<file path="src/common/vts_defines.vh">
`ifndef VTS_DEFINES_VH
`define VTS_DEFINES_VH

// Command codes
`define VTS_OP_STAY_QUIET 8'h02
`define VTS_OP_SELECT 8'h25
`define VTS_OP_RESET_READY 8'h26

// Bit positions in the request flag byte (inventory flag clear)
`define VTS_FLAG_SELECT 4
`define VTS_FLAG_ADDRESS 5
`define VTS_FLAG_OPTION 6

// Error codes carried by a response, NONE when the reply is no error
`define VTS_ERR_FORMAT 8'h02
`define VTS_ERR_OPTION 8'h03
`define VTS_ERR_NONE 8'h00

// Tag states
`define VTS_ST_READY 2'h0
`define VTS_ST_SELECTED 2'h1
`define VTS_ST_QUIET 2'h2

// Response delay window, request end to response start
`define VTS_T1_MIN_NS 318600
`define VTS_T1_MAX_NS 323300
`define VTS_CLK_PERIOD_NS 10
`define VTS_T1_MIN_CYC \
  ((`VTS_T1_MIN_NS + `VTS_CLK_PERIOD_NS - 1) / `VTS_CLK_PERIOD_NS)
`define VTS_T1_MAX_CYC (`VTS_T1_MAX_NS / `VTS_CLK_PERIOD_NS)

// Widths
`define VTS_UID_W 64
`define VTS_CNT_W 16

`endif

</file>
<file path="src/logic/vts_resp_timer.v">
`timescale 1ns/1ps
`default_nettype none
`include "vts_defines.vh"

module vts_resp_timer #(
  parameter integer DELAY_CYC = `VTS_T1_MIN_CYC,
  parameter integer CNT_W = `VTS_CNT_W
) (
  input wire sys_clk_in,
  input wire arst_n_in,
  input wire start_in,
  input wire cancel_in,
  output reg done_out
);

  // Load one short: the caller registers done once more
  localparam [31:0] LOAD_FULL = DELAY_CYC - 1;
  localparam [CNT_W-1:0] LOAD = LOAD_FULL[CNT_W-1:0];
  localparam [CNT_W-1:0] ONE = {{(CNT_W-1){1'b0}}, 1'b1};

  reg [CNT_W-1:0] cnt;
  reg busy;

  always @(posedge sys_clk_in or negedge arst_n_in) begin
    if (!arst_n_in) begin
      cnt <= {CNT_W{1'b0}};
      busy <= 1'b0;
      done_out <= 1'b0;
    end else begin
      done_out <= 1'b0;
      if (start_in) begin
        cnt <= LOAD;
        busy <= 1'b1;
      end else if (cancel_in) begin
        busy <= 1'b0;
      end else if (busy) begin
        cnt <= cnt - ONE;
        if (cnt == ONE) begin
          busy <= 1'b0;
          done_out <= 1'b1;
        end
      end
    end
  end

endmodule
`default_nettype wire

</file>
<file path="src/logic/vts_state_cmd.v">
`timescale 1ns/1ps
`default_nettype none
`include "vts_defines.vh"

module vts_state_cmd #(
  parameter integer T1_MIN_CYC = `VTS_T1_MIN_CYC,
  parameter integer UID_W = `VTS_UID_W,
  parameter integer CNT_W = `VTS_CNT_W
) (
  input wire sys_clk_in,
  input wire arst_n_in,
  input wire req_valid_in,
  input wire [7:0] request_flag_byte_in,
  input wire [7:0] req_opcode_in,
  input wire [UID_W-1:0] req_uid_in,
  input wire req_format_err_in,
  input wire [UID_W-1:0] tag_uid_in,
  output reg [1:0] tag_state_out,
  output reg inv_enable_out,
  output reg resp_start_out,
  output reg resp_error_out,
  output reg [7:0] resp_err_code_out
);

  reg [1:0] state;
  reg pend_error;
  reg [7:0] pend_code;

  reg [1:0] next_state;
  reg next_reply;
  reg next_error;
  reg [7:0] next_code;

  wire addr_mode;
  wire sel_mode;
  wire opt_set;
  wire uid_match;
  wire fmt_err;
  wire timer_done;
  wire is_sel;

  assign addr_mode = request_flag_byte_in[`VTS_FLAG_ADDRESS];
  assign sel_mode = request_flag_byte_in[`VTS_FLAG_SELECT];
  assign opt_set = request_flag_byte_in[`VTS_FLAG_OPTION];
  assign uid_match = (req_uid_in == tag_uid_in);
  assign is_sel = (state == `VTS_ST_SELECTED);
  // Address and select flags together cannot be honoured, so count it
  // as a malformed request rather than guess which one was meant
  assign fmt_err = req_format_err_in | (addr_mode & sel_mode);

  always @* begin
    next_state = state;
    next_reply = 1'b0;
    next_error = 1'b0;
    next_code = `VTS_ERR_NONE;
    if (req_valid_in) begin
      case (req_opcode_in)
        `VTS_OP_STAY_QUIET: begin
          // No reply on any path, errors included
          if (!fmt_err && !opt_set && addr_mode && uid_match) begin
            next_state = `VTS_ST_QUIET;
          end
        end
        `VTS_OP_SELECT: begin
          if (addr_mode && uid_match) begin
            next_reply = 1'b1;
            if (fmt_err) begin
              next_error = 1'b1;
              next_code = `VTS_ERR_FORMAT;
            end else if (opt_set) begin
              next_error = 1'b1;
              next_code = `VTS_ERR_OPTION;
            end else begin
              next_state = `VTS_ST_SELECTED;
            end
          end else if (addr_mode && !fmt_err && is_sel) begin
            next_state = `VTS_ST_READY;
          end
          // Non-addressed or foreign select otherwise ignored
        end
        `VTS_OP_RESET_READY: begin
          if ((addr_mode && uid_match) ||
              (!addr_mode && !sel_mode && !is_sel) ||
              (sel_mode && !addr_mode && is_sel)) begin
            next_reply = 1'b1;
            if (fmt_err) begin
              next_error = 1'b1;
              next_code = `VTS_ERR_FORMAT;
            end else if (opt_set) begin
              next_error = 1'b1;
              next_code = `VTS_ERR_OPTION;
            end else begin
              next_state = `VTS_ST_READY;
            end
          end else if (addr_mode && !fmt_err && is_sel) begin
            next_state = `VTS_ST_READY;
          end
          // Foreign address in Ready or Quiet: no change
        end
        default: begin
          next_state = state;
        end
      endcase
    end
  end

  // A request that gets a reply restarts the delay and any other request cancels it;
  // a reply still pending from an earlier request is dropped because the reader has moved on
  vts_resp_timer #(
    .DELAY_CYC(T1_MIN_CYC),
    .CNT_W(CNT_W)
  ) u_timer (
    .sys_clk_in(sys_clk_in),
    .arst_n_in(arst_n_in),
    .start_in(next_reply),
    .cancel_in(req_valid_in),
    .done_out(timer_done)
  );

  always @(posedge sys_clk_in or negedge arst_n_in) begin
    if (!arst_n_in) begin
      state <= `VTS_ST_READY;
      tag_state_out <= `VTS_ST_READY;
      inv_enable_out <= 1'b1;
      pend_error <= 1'b0;
      pend_code <= `VTS_ERR_NONE;
    end else begin
      state <= next_state;
      tag_state_out <= next_state;
      inv_enable_out <= (next_state == `VTS_ST_READY) ||
                        (next_state == `VTS_ST_SELECTED);
      if (next_reply) begin
        pend_error <= next_error;
        pend_code <= next_code;
      end
    end
  end

  // Reply starts at the short end of the window, leaving the margin
  // up to the long end for the frame encoder's own latency
  always @(posedge sys_clk_in or negedge arst_n_in) begin
    if (!arst_n_in) begin
      resp_start_out <= 1'b0;
      resp_error_out <= 1'b0;
      resp_err_code_out <= `VTS_ERR_NONE;
    end else begin
      resp_start_out <= timer_done;
      if (timer_done) begin
        resp_error_out <= pend_error;
        resp_err_code_out <= pend_code;
      end
    end
  end

endmodule
`default_nettype wire

</file>
<file path="config.mk">
export PLATFORM = sky130hd
export DESIGN_NAME = vts_state_cmd
export DESIGN_NICKNAME = d
export VERILOG_FILES = /design/src/logic/vts_resp_timer.v /design/src/logic/vts_state_cmd.v
export VERILOG_INCLUDE_DIRS = /design/src /design/src/common
export SDC_FILE = /design/constraint.sdc
export NUM_CORES = 1
export LEC_CHECK = 0
export BUFFER_PORTS_ARGS = -buffer_cell sky130_fd_sc_hd__buf_2
export CAP_MARGIN = 25
export CORE_ASPECT_RATIO = 0.6
export CORE_UTILIZATION = 40
export CTS_CLUSTER_SIZE = 8
export DETAILED_ROUTE_END_ITERATION = 8
export PLACE_DENSITY = 0.75
export SLEW_MARGIN = 10
export SYNTH_ARGS = -nofsm -noshare
export SYNTH_HDL_FRONTEND = slang
export SYNTH_SLANG_ARGS = --single-unit
</file>
<file path="constraint.sdc">
create_clock -name sys_clk_in -period 2.55 [get_ports sys_clk_in]
set_clock_uncertainty 0.05 [all_clocks]
set_input_delay 0.1275 -clock sys_clk_in [delete_from_list [all_inputs] [get_ports sys_clk_in]]
set_output_delay 0.1275 -clock sys_clk_in [all_outputs]
set_load 0.005 [all_outputs]
</file>
Word-level counts from Yosys, hierarchy flattened. Cells that the tools add are included. W data, S select, Z words.

$add $sub $neg: 1. Multipliers: 0. Divide/modulo/power cells: 0. Order comparisons: 0. Equal/unequal tests: 8. Shift-type cells: 0. Mux-type cells: 37. Bitwise logic cells: 2. Reductions and logical operators: 21.

Operator list (number): $eq A64 B64 Y1 (1); $mux W16 (3); $mux W8 (4); $mux W2 (10); $eq A16 B1 Y1 const B (1); $eq A8 B6 Y1 const B (2); $mux W1 (16); $pmux W8 S2 (1); $sub A16 B1 Y16 const B (1); $logic_and A1 B1 Y1 (10); $eq A8 B2 Y1 const B (1); $pmux W2 S3 (1); $logic_not A1 Y1 (5); $eq A2 B1 Y1 const B (2); $pmux W1 S2 (2); $logic_or A1 B1 Y1 (3); $logic_not A2 Y1 (1); $ne A2 B1 Y1 const B (1); $reduce_and A2 Y1 (1); $reduce_bool A2 Y1 (1); $and A1 B1 Y1 (1); $or A1 B1 Y1 (1).

Bits in registers: 40. Bits in latches: 0. Memory bits (writable): 0. Bits in read-only memories: 0. Output and inout port bits: 13. Logic and storage cells: 79. Memories: 0.

Depth between registers and ports, before layout.
Depth after elaboration: 11. Depth in mapped cells: 9. Mapped depth without buffers: 7.

Modules after synthesis. A second synthesis with hierarchy kept.

Cell total of the unflattened synthesis: 265. Area, all modules: 2378.5 µm².

Modules (own cells, without submodules): vts_state_cmd (times used 1, cells an instance 170, area an instance 1387.6 µm², sequential area each 251.5 µm²); vts_resp_timer (times used 1, cells an instance 95, area an instance 991.0 µm², sequential area each 450.4 µm²).

Least setup slack after synthesis. OpenSTA, ideal clock, no wires.

Path type: input to register. Start point: input tag_uid_in[10]. End point: register pend_code[1]. Arrival time: 2.050 ns. Slack: 0.325 ns. Stages: 8. Buffers on the path: 1. Cells stage by stage: xor2_1 -> a221o_1 -> a2111oi_2 -> nand3_1 -> or3_1 -> buf_2 -> a21oi_4 -> mux2_4.

Cells in the longest elaborated chain, start to end: 7. Elaborated cells between the ends (all ways): 12.

RTL lines: start: declaration (RTL line vts_state_cmd.v:17) `input wire [UID_W-1:0] tag_uid_in,`; $eq A64 B64 Y1 * (RTL line vts_state_cmd.v:45) `assign uid_match = (req_uid_in == tag_uid_in);`; $logic_and A1 B1 Y1 * (RTL line vts_state_cmd.v:65, vts_state_cmd.v:82); $logic_or A1 B1 Y1 (RTL line vts_state_cmd.v:82) `if ((addr_mode && uid_match) ||`; $logic_or A1 B1 Y1 (RTL line vts_state_cmd.v:83) `(!addr_mode && !sel_mode && !is_sel) ||`; $mux W8 / $mux W1 (equally long branches) (RTL line vts_state_cmd.v:82); $pmux W8 S2 / $pmux W1 S2 (equally long branches) (RTL line vts_state_cmd.v:57) `case (req_opcode_in)`; $mux W8 / $mux W1 (equally long branches) (RTL line vts_state_cmd.v:56) `if (req_valid_in) begin`; end signal: assignment (RTL line vts_state_cmd.v:126) `` pend_code <= `VTS_ERR_NONE; ``; end signal: assignment (RTL line vts_state_cmd.v:134) `pend_code <= next_code;`; end: declaration (RTL line vts_state_cmd.v:27) `reg [7:0] pend_code;`.

Mark *: on every way between the ends. The rest lies on a longest branch, timed or not. A chain may end at the register's enable or synchronous reset.

Worst setup path in the final report.
Start point: input tag_uid_in[10]. End point: register pend_code[0].

The elaborated chain is that of the path after synthesis.

==> flow_metrics.py <==
metrics = {
    "routing": {
        "drt_iter0_drc": 106,
        "post_drt_via_cell_ratio": 4.84,
        "num_vias": 2276,
        "drc": 7,
        "routed_wl_mm": 6.35,
        "final_antenna_net_count": 0,
        "first_pass_iters": 9,
        "avgRoutedWirePerCell_um": 13.5,
    },
    "floorplanning": {
        "die_h_um": 59.8,
        "die_area_sq_mm": 0.00588,
        "start_util": 0.428,
        "coreArea_sq_mm": 0.00520,
        "die_w_um": 98.3,
        "std_cell_rows": 20,
        "ios": 161,
    },
    "timing": {
        "max_slew_margin": 0.598,
        "slew_viol_final": 0,
        "rsz0062_at_grt": "false",
        "fin_crit_ns": 2.11,
        "fin_crit_sh": 0.829,
        "max_freq_ghz": 0.473,
        "finalHoldViolCount": 0,
        "tightestPinTransition_ns": 0.602,
        "tns_ns": 0,
        "setup_viol": 0,
    },
    "hold_path": {
        "hold_class": "input port to register",
        "hold_depth": 3,
    },
    "synth": {
        "synth_top_area_cell": "dfrtp_1",
        "synth.distinct_cells": 47,
        "synth_top_area_frac": 0.304,
        "synthArstFlopShare": 1.00,
        "synth_flop_cell": "dfrtp_1",
        "syn_area_sq_mm": 0.00223,
        "synth.most_common_cell": "xnor2_1",
        "ys_ff_latch": 28,
        "synth_edf_count": 0,
        "synth_area_leaders": "dfrtp_1, xnor2_1, xor2_1",
        "ys_seq_area_frac": 0.315,
        "synth_cells": 253,
        "synthTopCellsByCount": "xnor2_1, dfrtp_1, xor2_1",
        "synth_area_per_cell_sq_um": 8.80,
        "yosys_warnings": 0,
    },
    "clocking": {
        "cts_resized": 0,
        "clkSinkCount": 28,
        "clkLatencyLatePin_ns": 0.27,
        "cts_htree_levels": 1,
        "cts_root_buffer": "clkbuf_8",
        "cts.path.max_buffers": 2,
        "cts_tree": "built",
        "clk_pin_slew_ns": 0.09,
        "numCtsBuffers": 3,
    },
    "worst_setup_path": {
        "r2r_slack_ns": 0.60,
        "arrival_ns": 2.27,
        "critical_path_required_ns": 2.71,
        "startpoint_type": "input port",
        "crit_path_max_fanout": 8,
        "rr_worst_depth": 6,
        "endpoint_kind": "register",
        "critPathKind": "input port to register",
    },
    "global_route": {
        "grt_max_degree": 29,
        "grt_usage": 0.224,
        "grt_overflow": 0,
        "grt_use_met3": 0.0386,
        "grt_pass1_wl_mm": 10.3,
        "grt_pass1_vias": 2225,
        "busiest_layer": "met2",
        "met1_usage": 0.302,
        "antenna_found_initial": 0,
        "gr-usage-met2": 0.394,
    },
    "place": {
        "gp_congestion": 0.872,
        "port_buffers": 149,
        "dp.cells": 465,
        "post-dp-hpwl_mm": 5.43,
    },
    "job": {
        "drv_cap": 0,
    },
    "outcome": {
        "run_status": "complete, but fails checks",
        "violations": "design-rule violations",
    },
    "power": {
        "leakagePower_nw": 1.59,
        "ir_drop_uv": 266,
        "p_per_area_mw_per_mm2": 335,
    },
    "cells_and_area": {
        "drive_gt1_frac": 0.406,
        "final_nets": 555,
        "finalNonFillerCells": 470,
        "antennaDiodeCount": 0,
        "area_delta_synth_final_pct": 39.5,
    },
}
flip-flops by register name, summed over array words and instances, names as in the netlist, named ones only:
name / flops
pend_error: 1
u_timer.cnt: 16
resp_err_code_out: 2
inv_enable_out: 1
pend_code: 2
u_timer.busy: 1
u_timer.done_out: 1
resp_start_out: 1
resp_error_out: 1
path summary, 6_finish.rpt:
kind | start | end
setup / recovery | tag_uid_in[10] | pend_code[0]
hold / removal | request_flag_byte_in[6] | pend_code[0]
setup reg to reg | u_timer.cnt[2] | u_timer.cnt[14]
hold reg to reg | u_timer.done_out | resp_start_out
max in group asynchronous | arst_n_in | u_timer.cnt[1]
min in group asynchronous | arst_n_in | u_timer.cnt[8]
cell families after synthesis:
logic type	share of synthesized area
simple gates	0.227
xor+xnor	0.244
compound gates	0.110
flops	0.315
buf+inv	0.0579
mux	0.0332
fa+ha+maj	0.0112
other cells	0.00168
metrics by stage:
stage,util,instance area (sq um),setup slack [ns],total power [mW],hold WS (ns)
2_1_floorplan,-,2240,0.325,0.564,-0.218
3_3_place_gp,0.581,3020,0.189,0.701,0.119
3_5_place_dp,0.581,3020,0.151,0.707,0.126
4_1_cts,0.596,3100,0.439,1.05,0.0701
5_1_grt,0.596,3100,0.342,1.10,0.0572
6_report,0.596,3100,0.436,1.04,0.0609
power breakdown:
group	switching (mW)	leakage, nW	internal, mW
clock network	0.133	0.0357	0.210
registers	0.000400	0.377	0.444
logic	0.109	1.18	0.145
total	0.242	1.59	0.800
timing repair:
action | 4_1_cts | 5_1_grt
setup buffers | 0 | 0
endpoints found under the hold margin | 27 | 0
hold buffers | 1 | 0
setup endpoints to repair | 0 | 0
cell type report:
type	instances	area [sq um]
Tap cell	66	82.6
Fill cell	479	2100
Multi-Input combinational cell	202	1410
Clock inverter	1	30.0
Inverter	19	71.3
Timing Repair Buffer	151	763
Sequential cell	28	702
Clock buffer	3	41.3
cell usage in the layout (no fill, tap or decap), types with 4 or more instances in the layout:
cell type / count
dfrtp_1: 27
nor4_1: 14
o21ai_0: 4
nand2b_1: 6
nand3_1: 7
xnor2_1: 40
inv_1: 19
nor2_1: 14
nor2b_1: 7
nand4_1: 11
nor3_1: 7
conb_1: 6
xor2_1: 22
buf_2: 149
nand2_1: 19
layer usage:
metal	vias up	wire length [um]
met5	-	0
met4	0	12
met3	2	353
met2	77	3080
met1	1022	2900
li1	1175	-
worst max-delay path, cell delays in order:
cell and delay, ns:
buf_2 0.10, xor2_1 0.15, a221o_1 0.30, a2111oi_2 0.33
nand3_1 0.14, or3_1 0.54, a21oi_4 0.23, buf_4 0.18
mux2i_1 0.17
No activity file was read; power rests on OpenSTA's default activity.
